===== src/include/gors_defines.svh =====
`ifndef GORS_DEFINES_SVH
`define GORS_DEFINES_SVH
`define GORS_ADDR_Y_OFS_HI 8'h15
`define GORS_ADDR_Y_OFS_LO 8'h16
`define GORS_ADDR_Z_OFS_HI 8'h17
`define GORS_ADDR_Z_OFS_LO 8'h18
`define GORS_ADDR_RATE_DIV 8'h19
`define GORS_ADDR_CONFIG 8'h1A
`define GORS_RST_OFS 8'h00
`define GORS_RST_RATE_DIV 8'h00
`define GORS_RST_CONFIG 8'h80
`define GORS_CFG_SPARE_BIT 7
`define GORS_CFG_POLICY_BIT 6
`define GORS_CFG_PLACE_MSB 5
`define GORS_CFG_PLACE_LSB 3
`define GORS_CFG_LPF_MSB 2
`define GORS_CFG_LPF_LSB 0
`define GORS_CLK_HZ 25000000
`define GORS_RATE_1K_HZ 1000
`define GORS_RATE_8K_HZ 8000
`define GORS_RATE_32K_HZ 32000
`define GORS_CYC_8K (`GORS_CLK_HZ / `GORS_RATE_8K_HZ)
`define GORS_CYC_32K (`GORS_CLK_HZ / `GORS_RATE_32K_HZ)
`define GORS_IDX_GYRO_Y 2
`define GORS_IDX_GYRO_Z 3
`endif


===== src/include/gors_pkg.sv =====
package gors_pkg;
	// word 0 temperature, 1..3 gyro X/Y/Z, 4..6 accel X/Y/Z
	typedef logic [6:0][15:0] gors_sample_type;
	typedef struct packed {
		logic spare;
		logic keep_on_full;
		logic [2:0] place_sel;
		logic [2:0] lpf_set;
	} gors_config_type;
	typedef enum logic [1:0] {
		GORS_RATE_1K = 2'b00,
		GORS_RATE_8K = 2'b01,
		GORS_RATE_32K = 2'b10
	} gors_rate_type;
endpackage : gors_pkg


===== src/verilog/gors_top.sv =====
`timescale 1ns/1ns
`include "gors_defines.svh"
module gors_top
	import gors_pkg::*;
#(
	parameter int CYC_1K = `GORS_CLK_HZ / `GORS_RATE_1K_HZ
) (
	// clock and reset
	input wire logic CORE_CLK,
	input wire logic ARST_N,
	input wire logic CLK_EN,
	// register port from the serial interface logic
	input wire logic REG_WR_EN,
	input wire logic REG_RD_EN,
	input wire logic [7:0] REG_ADDR,
	input wire logic [7:0] REG_WDATA,
	output logic [7:0] REG_RDATA,
	// gyro configuration bypass field
	input wire logic [1:0] FILTER_BYPASS_FIELD,
	// frame sync pin
	input wire logic FRAME_SYNC_INPUT,
	// raw samples from the filter path
	input wire gors_sample_type RAW_SAMPLE,
	// results and rate
	output gors_sample_type RESULT_SAMPLE,
	output logic SAMPLE_STROBE,
	output gors_rate_type INTERNAL_RATE,
	output logic FILTER_ACTIVE,
	output logic [2:0] LOWPASS_SETTING,
	// fifo write side
	input wire logic FIFO_FULL,
	output logic FIFO_WRITE,
	output logic FIFO_DROP_OLDEST,
	output logic FIFO_DISCARD,
	output gors_sample_type FIFO_DATA
);

	// register file
	logic [7:0] y_hi_r, y_lo_r, z_hi_r, z_lo_r, div_r, rdata_r;
	logic [7:0] y_hi_nxt, y_lo_nxt, z_hi_nxt, z_lo_nxt, div_nxt, rdata_nxt;
	gors_config_type cfg_r, cfg_nxt;
	logic [15:0] y_axis_bias_word, z_axis_bias_word;

	always_comb begin
		y_hi_nxt = y_hi_r;
		y_lo_nxt = y_lo_r;
		z_hi_nxt = z_hi_r;
		z_lo_nxt = z_lo_r;
		div_nxt = div_r;
		cfg_nxt = cfg_r;
		rdata_nxt = rdata_r;
		if (REG_WR_EN) begin
			unique case (REG_ADDR)
				`GORS_ADDR_Y_OFS_HI: y_hi_nxt = REG_WDATA;
				`GORS_ADDR_Y_OFS_LO: y_lo_nxt = REG_WDATA;
				`GORS_ADDR_Z_OFS_HI: z_hi_nxt = REG_WDATA;
				`GORS_ADDR_Z_OFS_LO: z_lo_nxt = REG_WDATA;
				`GORS_ADDR_RATE_DIV: div_nxt = REG_WDATA;
				`GORS_ADDR_CONFIG: cfg_nxt = gors_config_type'(REG_WDATA);
				default: ;
			endcase
		end
		if (REG_RD_EN) begin
			unique case (REG_ADDR)
				`GORS_ADDR_Y_OFS_HI: rdata_nxt = y_hi_r;
				`GORS_ADDR_Y_OFS_LO: rdata_nxt = y_lo_r;
				`GORS_ADDR_Z_OFS_HI: rdata_nxt = z_hi_r;
				`GORS_ADDR_Z_OFS_LO: rdata_nxt = z_lo_r;
				`GORS_ADDR_RATE_DIV: rdata_nxt = div_r;
				`GORS_ADDR_CONFIG: rdata_nxt = 8'(cfg_r);
				default: rdata_nxt = 8'h00;
			endcase
		end
	end

	always_ff @(posedge CORE_CLK or negedge ARST_N) begin
		if (!ARST_N) begin
			y_hi_r <= `GORS_RST_OFS;
			y_lo_r <= `GORS_RST_OFS;
			z_hi_r <= `GORS_RST_OFS;
			z_lo_r <= `GORS_RST_OFS;
			div_r <= `GORS_RST_RATE_DIV;
			cfg_r <= gors_config_type'(`GORS_RST_CONFIG);
			rdata_r <= 8'h00;
		end else if (CLK_EN) begin
			y_hi_r <= y_hi_nxt;
			y_lo_r <= y_lo_nxt;
			z_hi_r <= z_hi_nxt;
			z_lo_r <= z_lo_nxt;
			div_r <= div_nxt;
			cfg_r <= cfg_nxt;
			rdata_r <= rdata_nxt;
		end
	end

	// both bytes joined live, so a half-written word is used as it stands
	assign y_axis_bias_word = {y_hi_r, y_lo_r};
	assign z_axis_bias_word = {z_hi_r, z_lo_r};
	assign REG_RDATA = rdata_r;

	// rate selection
	gors_rate_type rate_sel;
	logic lpf_mid, div_active;
	always_comb begin
		lpf_mid = (cfg_r.lpf_set != 3'h0) && (cfg_r.lpf_set != 3'h7);
		if (FILTER_BYPASS_FIELD != 2'b00) begin
			rate_sel = GORS_RATE_32K;
		end else if (lpf_mid) begin
			rate_sel = GORS_RATE_1K;
		end else begin
			rate_sel = GORS_RATE_8K;
		end
		div_active = (FILTER_BYPASS_FIELD == 2'b00) && lpf_mid;
	end
	assign INTERNAL_RATE = rate_sel;
	assign FILTER_ACTIVE = (FILTER_BYPASS_FIELD == 2'b00);
	assign LOWPASS_SETTING = FILTER_ACTIVE ? cfg_r.lpf_set : 3'h0;

	// internal tick and divided strobe
	logic [14:0] tick_cnt_r, tick_cnt_nxt, tick_top;
	logic [7:0] div_cnt_r, div_cnt_nxt;
	logic strobe_r, strobe_nxt, tick;
	always_comb begin
		unique case (rate_sel)
			GORS_RATE_1K: tick_top = 15'(CYC_1K - 1);
			GORS_RATE_8K: tick_top = 15'(`GORS_CYC_8K - 1);
			GORS_RATE_32K: tick_top = 15'(`GORS_CYC_32K - 1);
			default: tick_top = 15'(CYC_1K - 1);
		endcase
		tick = (tick_cnt_r >= tick_top);
		tick_cnt_nxt = tick ? 15'h0000 : 15'(tick_cnt_r + 15'h0001);
		div_cnt_nxt = div_cnt_r;
		strobe_nxt = 1'b0;
		if (tick) begin
			if (!div_active || div_cnt_r >= div_r) begin
				div_cnt_nxt = 8'h00;
				strobe_nxt = 1'b1;
			end else begin
				div_cnt_nxt = 8'(div_cnt_r + 8'h01);
			end
		end
	end

	always_ff @(posedge CORE_CLK or negedge ARST_N) begin
		if (!ARST_N) begin
			tick_cnt_r <= 15'h0000;
			div_cnt_r <= 8'h00;
			strobe_r <= 1'b0;
		end else if (CLK_EN) begin
			tick_cnt_r <= tick_cnt_nxt;
			div_cnt_r <= div_cnt_nxt;
			strobe_r <= strobe_nxt;
		end
	end
	assign SAMPLE_STROBE = strobe_r;

	// frame sync: two-stage synchroniser, then a one-shot latch
	logic fs_meta_r, fs_sync_r, fs_latch_r, fs_armed_r;
	logic fs_latch_nxt, fs_armed_nxt;
	always_comb begin
		fs_latch_nxt = fs_latch_r;
		fs_armed_nxt = fs_armed_r;
		if (fs_armed_r && (fs_sync_r != fs_latch_r)) begin
			fs_latch_nxt = fs_sync_r;
			fs_armed_nxt = 1'b0;
		end
		// the strobe re-arms; a level still differing is taken after that
		if (strobe_nxt) begin
			fs_armed_nxt = 1'b1;
		end
	end

	always_ff @(posedge CORE_CLK or negedge ARST_N) begin
		if (!ARST_N) begin
			fs_meta_r <= 1'b0;
			fs_sync_r <= 1'b0;
			fs_latch_r <= 1'b0;
			fs_armed_r <= 1'b1;
		end else if (CLK_EN) begin
			fs_meta_r <= FRAME_SYNC_INPUT;
			fs_sync_r <= fs_meta_r;
			fs_latch_r <= fs_latch_nxt;
			fs_armed_r <= fs_armed_nxt;
		end
	end

	// result words and fifo write
	gors_sample_type res_r, res_nxt, fifo_r, fifo_nxt;
	logic wr_r, wr_nxt, drop_r, drop_nxt, disc_r, disc_nxt;
	always_comb begin
		res_nxt = res_r;
		fifo_nxt = fifo_r;
		wr_nxt = 1'b0;
		drop_nxt = 1'b0;
		disc_nxt = 1'b0;
		if (strobe_nxt) begin
			res_nxt = RAW_SAMPLE;
			// sums wrap in 16 bits, no saturation
			res_nxt[`GORS_IDX_GYRO_Y] = 16'(RAW_SAMPLE[`GORS_IDX_GYRO_Y] + y_axis_bias_word);
			res_nxt[`GORS_IDX_GYRO_Z] = 16'(RAW_SAMPLE[`GORS_IDX_GYRO_Z] + z_axis_bias_word);
			for (int k = 0; k < 7; k++) begin
				if (cfg_r.place_sel == 3'(k + 1)) begin
					res_nxt[k][0] = fs_latch_nxt;
				end
			end
			if (FIFO_FULL && cfg_r.keep_on_full) begin
				disc_nxt = 1'b1;
			end else begin
				wr_nxt = 1'b1;
				drop_nxt = FIFO_FULL;
				fifo_nxt = res_nxt;
			end
		end
	end

	always_ff @(posedge CORE_CLK or negedge ARST_N) begin
		if (!ARST_N) begin
			res_r <= '0;
			fifo_r <= '0;
			wr_r <= 1'b0;
			drop_r <= 1'b0;
			disc_r <= 1'b0;
		end else if (CLK_EN) begin
			res_r <= res_nxt;
			fifo_r <= fifo_nxt;
			wr_r <= wr_nxt;
			drop_r <= drop_nxt;
			disc_r <= disc_nxt;
		end
	end
	assign RESULT_SAMPLE = res_r;
	assign FIFO_DATA = fifo_r;
	assign FIFO_WRITE = wr_r;
	assign FIFO_DROP_OLDEST = drop_r;
	assign FIFO_DISCARD = disc_r;
endmodule : gors_top


===== config.mk =====
export PLATFORM = sky130hd
export DESIGN_NAME = gors_top
export DESIGN_NICKNAME = d
export VERILOG_FILES = /design/src/include/gors_pkg.sv /design/src/verilog/gors_top.sv
export VERILOG_INCLUDE_DIRS = /design/src /design/src/include
export SDC_FILE = /design/constraint.sdc
export NUM_CORES = 1
export LEC_CHECK = 0
export BUFFER_PORTS_ARGS = -buffer_cell sky130_fd_sc_hd__buf_2
export CORE_UTILIZATION = 29
export CTS_CLUSTER_SIZE = 8
export DETAILED_ROUTE_END_ITERATION = 12
export SYNTH_ARGS = -nofsm -noshare
export SYNTH_HDL_FRONTEND = slang
export SYNTH_SLANG_ARGS = --single-unit

===== constraint.sdc =====
create_clock -name CORE_CLK -period 5.6 [get_ports CORE_CLK]
set_input_delay 0.56 -clock CORE_CLK [delete_from_list [all_inputs] [get_ports CORE_CLK]]
set_output_delay 0.56 -clock CORE_CLK [all_outputs]
set_load 0.05 [all_outputs]

# --- Word level (Yosys, flattened, before mapping) ---
# Cells that the tools add are included.
op_classes:
  n_mul: 0
  shifts: 0
  add_sub_neg: 4
  div_mod_pow: 0
  n_eq_ne: 17
  n_bitwise: 1
  n_reduce_logical: 21
  n_mux: 25
  magnitude_cmp: 2
op_table:
  columns: ["operator", "n"]
  rows:
  - ["8-bit by 5-bit equality test with 1-bit output (second input constant)", 6]
  - ["8-bit case mux with 6 select lines", 1]
  - ["16-bit adder", 2]
  - ["15-bit case mux with 2 select lines", 1]
  - ["3-bit AND reduction", 7]
  - ["1-bit two-way mux", 19]
  - ["15-bit by 1-bit adder with 15-bit output (second input constant)", 1]
  - ["15-bit >= comparator", 1]
  - ["15-bit two-way mux", 1]
  - ["3-bit equality test (second input constant)", 4]
  - ["8-bit by 1-bit adder with 8-bit output (second input constant)", 1]
  - ["8-bit >= comparator", 1]
  - ["8-bit two-way mux", 1]
  - ["2-bit AND reduction", 4]
  - ["3-bit by 2-bit equality test with 1-bit output (second input constant)", 2]
  - ["1-bit logical AND", 4]
  - ["2-bit nonzero test", 2]
  - ["3-bit by 1-bit equality test with 1-bit output (second input constant)", 1]
  - ["3-bit two-way mux", 1]
  - ["3-bit != test (second input constant)", 1]
  - ["3-bit nonzero test", 1]
  - ["2-bit by 1-bit equality test with 1-bit output (second input constant)", 1]
  - ["2-bit equality test (second input constant)", 1]
  - ["2-bit logical NOT", 1]
  - ["other kinds (5)", 5]
totals:
  reg_bits: 311
  ram_bits: 0
  rom_bits: 0
  latch_bits: 0
  input_bits: 137
  n_memories: 0
  wordCells: 104

# --- Longest topological paths before layout ---
depth:
  depth_word: 10
  mapped_depth: 13
  ltp_nobuf: 11

# --- Worst setup path after synthesis ---
# OpenSTA, ideal clock, no wires.
synth_path:
  path_kind: "input -> register"
  from: "in FILTER_BYPASS_FIELD[1]"
  to: "reg res_r (netlist bit RESULT_SAMPLE[106])"
  t_arrival_ps: 2948
  setup_slack_ps: 2524
  path_stages: 11
  required_ps: 5472
  n_path_buf: 2
  path_cell_list: "nor2_4 nand2_1 ha_1 a21oi_1 o21ai_0 a221o_1 a21o_1 nand3_4 buf_6 buf_6 mux2_1"
synth_via:
  elab_chain_cells: 7
  elab_cells_between_ends: 13
synth_lines:
  columns: ["item", "line_no", "rtl"]
  rows:
  - ["start, declared", "gors_top.sv:19", "input wire logic [1:0] FILTER_BYPASS_FIELD,"]
  - ["2-bit nonzero test or 2-bit logical NOT (tied branches)", "gors_top.sv:106, gors_top.sv:113", null]
  - ["2-bit two-way mux or 1-bit logical AND (tied branches)", "gors_top.sv:106, gors_top.sv:113", null]
  - ["2-bit equality test, or another cell as far along", "gors_top.sv:124", "unique case (rate_sel)"]
  - ["15-bit case mux with 2 select lines or 1-bit logical OR (tied branches)", "gors_top.sv:124, gors_top.sv:135", null]
  - ["15-bit >= comparator or 1-bit two-way mux (tied branches)", "gors_top.sv:130, gors_top.sv:135", null]
  - ["1-bit two-way mux (*)", "gors_top.sv:134", "if (tick) begin"]
  - ["2-bit AND reduction (no source line) (*)", null, null]
  - ["end signal, assigned", "gors_top.sv:224", "res_r <= res_nxt;"]
  - ["end, declared", "gors_top.sv:188", "gors_sample_type res_r, res_nxt, fifo_r, fifo_nxt;"]
# Every way passes the cells marked *; elsewhere a longest branch is shown, timed or not.
# A chain may end at the register's enable or synchronous reset.

# --- Final worst setup path ---
layout_path:
  from: "reg cfg_r[1] (netlist bit)"
  to: "reg res_r (netlist bit RESULT_SAMPLE[25])"
layout_via:
  elab_chain_cells: 9
  elab_cells_between_ends: 15
layout_lines:
  columns: ["item", "line_no", "rtl"]
  rows:
  - ["start, declared", "gors_top.sv:41", "gors_config_type cfg_r, cfg_nxt;"]
  - ["start signal, assigned", "gors_top.sv:83", "cfg_r <= gors_config_type'(`GORS_RST_CONFIG);"]
  - ["start signal, assigned", "gors_top.sv:91", "cfg_r <= cfg_nxt;"]
  - ["3-bit != test or 3-bit nonzero test (tied branches)", "gors_top.sv:105", "lpf_mid = (cfg_r.lpf_set != 3'h0) && (cfg_r.lpf_set != 3'h7);"]
  - ["1-bit logical AND (*)", "gors_top.sv:105", null]
  - ["1-bit two-way mux", "gors_top.sv:108", "end else if (lpf_mid) begin"]
  - ["2-bit two-way mux", "gors_top.sv:106", "if (FILTER_BYPASS_FIELD != 2'b00) begin"]
  - ["2-bit equality test or 2-bit by 1-bit equality test with 1-bit output (tied branches)", "gors_top.sv:124", null]
  - ["15-bit case mux with 2 select lines", "gors_top.sv:124", null]
  - ["15-bit >= comparator", "gors_top.sv:130", "tick = (tick_cnt_r >= tick_top);"]
  - ["1-bit two-way mux (*)", "gors_top.sv:134", null]
  - ["2-bit AND reduction (no source line) (*)", null, null]
# Marks and branches as above.

==> results.md <==
- Status: complete, no violations
- Grt total ovfl: 0
- DRC: 0
- Worst-Margin Slew: 0.9462 ns
- RSZ-0062 raised after global routing: false
- Post-DP HPWL: 29.97 mm
- Fillers: 4960
- Ys Warns: 0
- Crit start category: register
- FMAX: 0.2629 GHz
- Total power: 9.531 mW
- Tcrit/Tclk final: 0.6794
- GRT Total Usage: 0.1567
- Die width: roughly 230 um
- Fin worst setup slack: around 1.8 ns
- Final wirelength: just over 40 mm
- DP Cell Count: 2126
- Most common library cell in the layout ignoring fill and taps: buf_2
- Final hold slack: 0.04247 ns
- Number of buffers on the longest clock path: 3
- CTS H-tree depth: 2
- Initial DRC count: between 400 and 500
- Worst relative slew slack: 0.3592
- Initial Util: 0.2951
- Total of max-cap violations: 0
- Nets: between 1500 and 2000
- Top flip-flop cell by instance count after synthesis: dfrtp_1
- Post_cts resized: 0
- HP Class: in2async
- Vias post-DR: approximately 10000
- Share of layout cells above drive strength 1: 0.4744
- CP endpoint kind: register
- CTS Hold Bufs: 0
- Final setup violation count: 0
- Via count of the first global-routing pass: 10718
- Setup_tns: 0 ns
- Final std cells w/o fill: 2203
- DRT antenna net count: 0
- Syn avg cell area: ~13 um2
- IO Port Bufs: 378
- Async SR Flop Fraction: 1.000
- Final Max Slew Viols: 0
- Vias per inst: roughly 4.7
- Worst vdd ir: 0.2998 mV
- Cells after Synth: 1113
- Post-Syn Area: between 10000 and 15000 um2
- EDFF count, synth: 0
- Die area: around 52000 um2
- Multi-input logic area: about 6600 um2
- Crit Path Max Fanout: 42
- Worst Clk Skew: 0.02882 ns
- WP data required: 6.04 ns
- Core Footprint: 50270 um2
- Area Overhead vs Synth: 26.36%
- Util after Layout: 0.3728
- Die height: roughly 230 um
- Commonest non-fill, non-tap cells in the layout: buf_2, dfrtp_1, mux2_2
- Fin crit period: approximately 3.8 ns
- Num rows: between 80 and 90
- Clk slew on worst S/H paths: roughly 0.060 ns
- #FFs+latches synth: 311
- Distinct cells, synth: 64
- Hold Violations, Final: 0
- Largest net degree at the start of global routing: 139
- Cts bufs inserted: 46
- WP data arrival: between 4 and 5 ns
- CTS tree: done
- Leak: around 10 nW
- Power Density: 508.5 nW/um2
- Design area: 18740 um2
- Post-CTS Setup Repair Bufs: 0
- Net count after synthesis: 1304
- Root buffer cell: clkbuf_16
- # IOs: 379
- Sequential element share of the synthesized area: 0.5248
- Pre-Repair DR Iteration Count: 5
- DP Area: 17390 um2
- Crit path kind: reg2reg
- Placer Congestion: 0.8651
- Initial antenna violation count: 7
- Pre-CTS setup slack: 1.651 ns
- Wire per inst: 18.63 um
- First-pass GRT wire length: between 60 and 70 mm
- Clock insertion delay at the later pin of the skew report: ~0.57 ns
- Clk sinks: 311
- Storage element area: roughly 8000 um2
power breakdown:
part / switching, mW / internal (mW)
logic: 2.69 / 1.05
clock network: 1.01 / 1.60
registers: 0.341 / 2.85
per-layer routing:
metal  wire [um]  up-vias  GRT usage
met1       17570     5199     0.1977
met2       19400      332     0.2526
li1            -     4807          -
met4        1374        4    0.06334
met5          21        -          0
met3        2680       85    0.04350
worst max-delay path, stage by stage, from the launching register on:
cell and delay [ns]:
dfrtp_1 0.42, or3_1 0.41, nand2_1 0.09, nand2_1 0.13, ha_1 0.36, a21oi_1 0.13, o21ai_0 0.10, a221o_1 0.34
a21o_1 0.32, nand3_4 0.61, buf_12 0.34, mux2_2 0.38
registers in the layout, summed over array words and instances (netlist names):
register,cells
FIFO_DATA,112
FIFO_DISCARD,1
FIFO_DROP_OLDEST,1
FIFO_WRITE,1
REG_RDATA,8
RESULT_SAMPLE,112
SAMPLE_STROBE,1
cfg_r,8
div_cnt_r,8
div_r,8
fs_armed_r,1
fs_latch_r,1
fs_meta_r,1
fs_sync_r,1
tick_cnt_r,15
y_hi_r,8
y_lo_r,8
z_hi_r,8
z_lo_r,8
synth_stat cells, drive strengths merged, types with 2 or more instances:
cell,number,area share
nand4,9,0.0048
nor3,5,0.0020
nand3,23,0.0089
nor2,44,0.012
o2111ai,2,0.0012
a31oi,5,0.0021
ha,52,0.044
dfstp,2,0.0035
a211oi,6,0.0030
and2,13,0.0055
a21oi,31,0.010
or3,4,0.0017
o22ai,2,0.00084
o221ai,2,0.0012
fa,2,0.0027
clkbuf,15,0.0038
mux2,274,0.23
a211o,2,0.0012
nor2b,4,0.0017
and3,8,0.0034
xor2,18,0.011
a21o,13,0.0066
nor3b,5,0.0025
a311oi,2,0.0012
a41oi,8,0.0047
mux2i,13,0.0088
buf,29,0.016
inv,46,0.012
o21a,2,0.0010
and4,2,0.0012
nand4b,2,0.0012
o311ai,2,0.0012
o211ai,11,0.0056
nand3b,5,0.0025
nand2b,17,0.0072
nand2,41,0.010
a221oi,2,0.0012
o21ai,22,0.0074
dfrtp,309,0.52
xnor2,16,0.0094
a22oi,24,0.012
o2bb2ai,7,0.0041
area by class of cell:
class | instances | area share
sequential | 311 | 0.4153
clock inverter | 4 | 0.003605
antenna | 7 | 0.0009345
multi-input combinational | 712 | 0.3515
clock buffer | 66 | 0.06762
tap | 672 | 0.04486
timing repair buffer | 385 | 0.1069
inverter | 46 | 0.009212
worst paths after layout:
kind,startpoint,end,slack [ns],depth (start not counted)
min in group CORE_CLK,RAW_SAMPLE[106],RESULT_SAMPLE[106],0.21,2
max,cfg_r[1],RESULT_SAMPLE[25],1.80,11
max reg2reg,cfg_r[1],RESULT_SAMPLE[25],1.80,11
min reg2reg,fs_armed_r,fs_armed_r,0.46,2
max in group asynchronous,ARST_N,RESULT_SAMPLE[94],4.27,2
min,ARST_N,RESULT_SAMPLE[41],0.04,1
cells by family (layout without fill, tap and decap cells):
family,count (synthesis),after routing,synth area share
mux,287,287,0.2400
other cells,0,7,0
xor+xnor,34,34,0.02007
simple gates,186,186,0.06739
compound gates,151,151,0.07009
flops,311,311,0.5248
fa+ha+maj,54,54,0.04656
buf+inv,90,501,0.03104
Power figures use the tool's default switching activity.
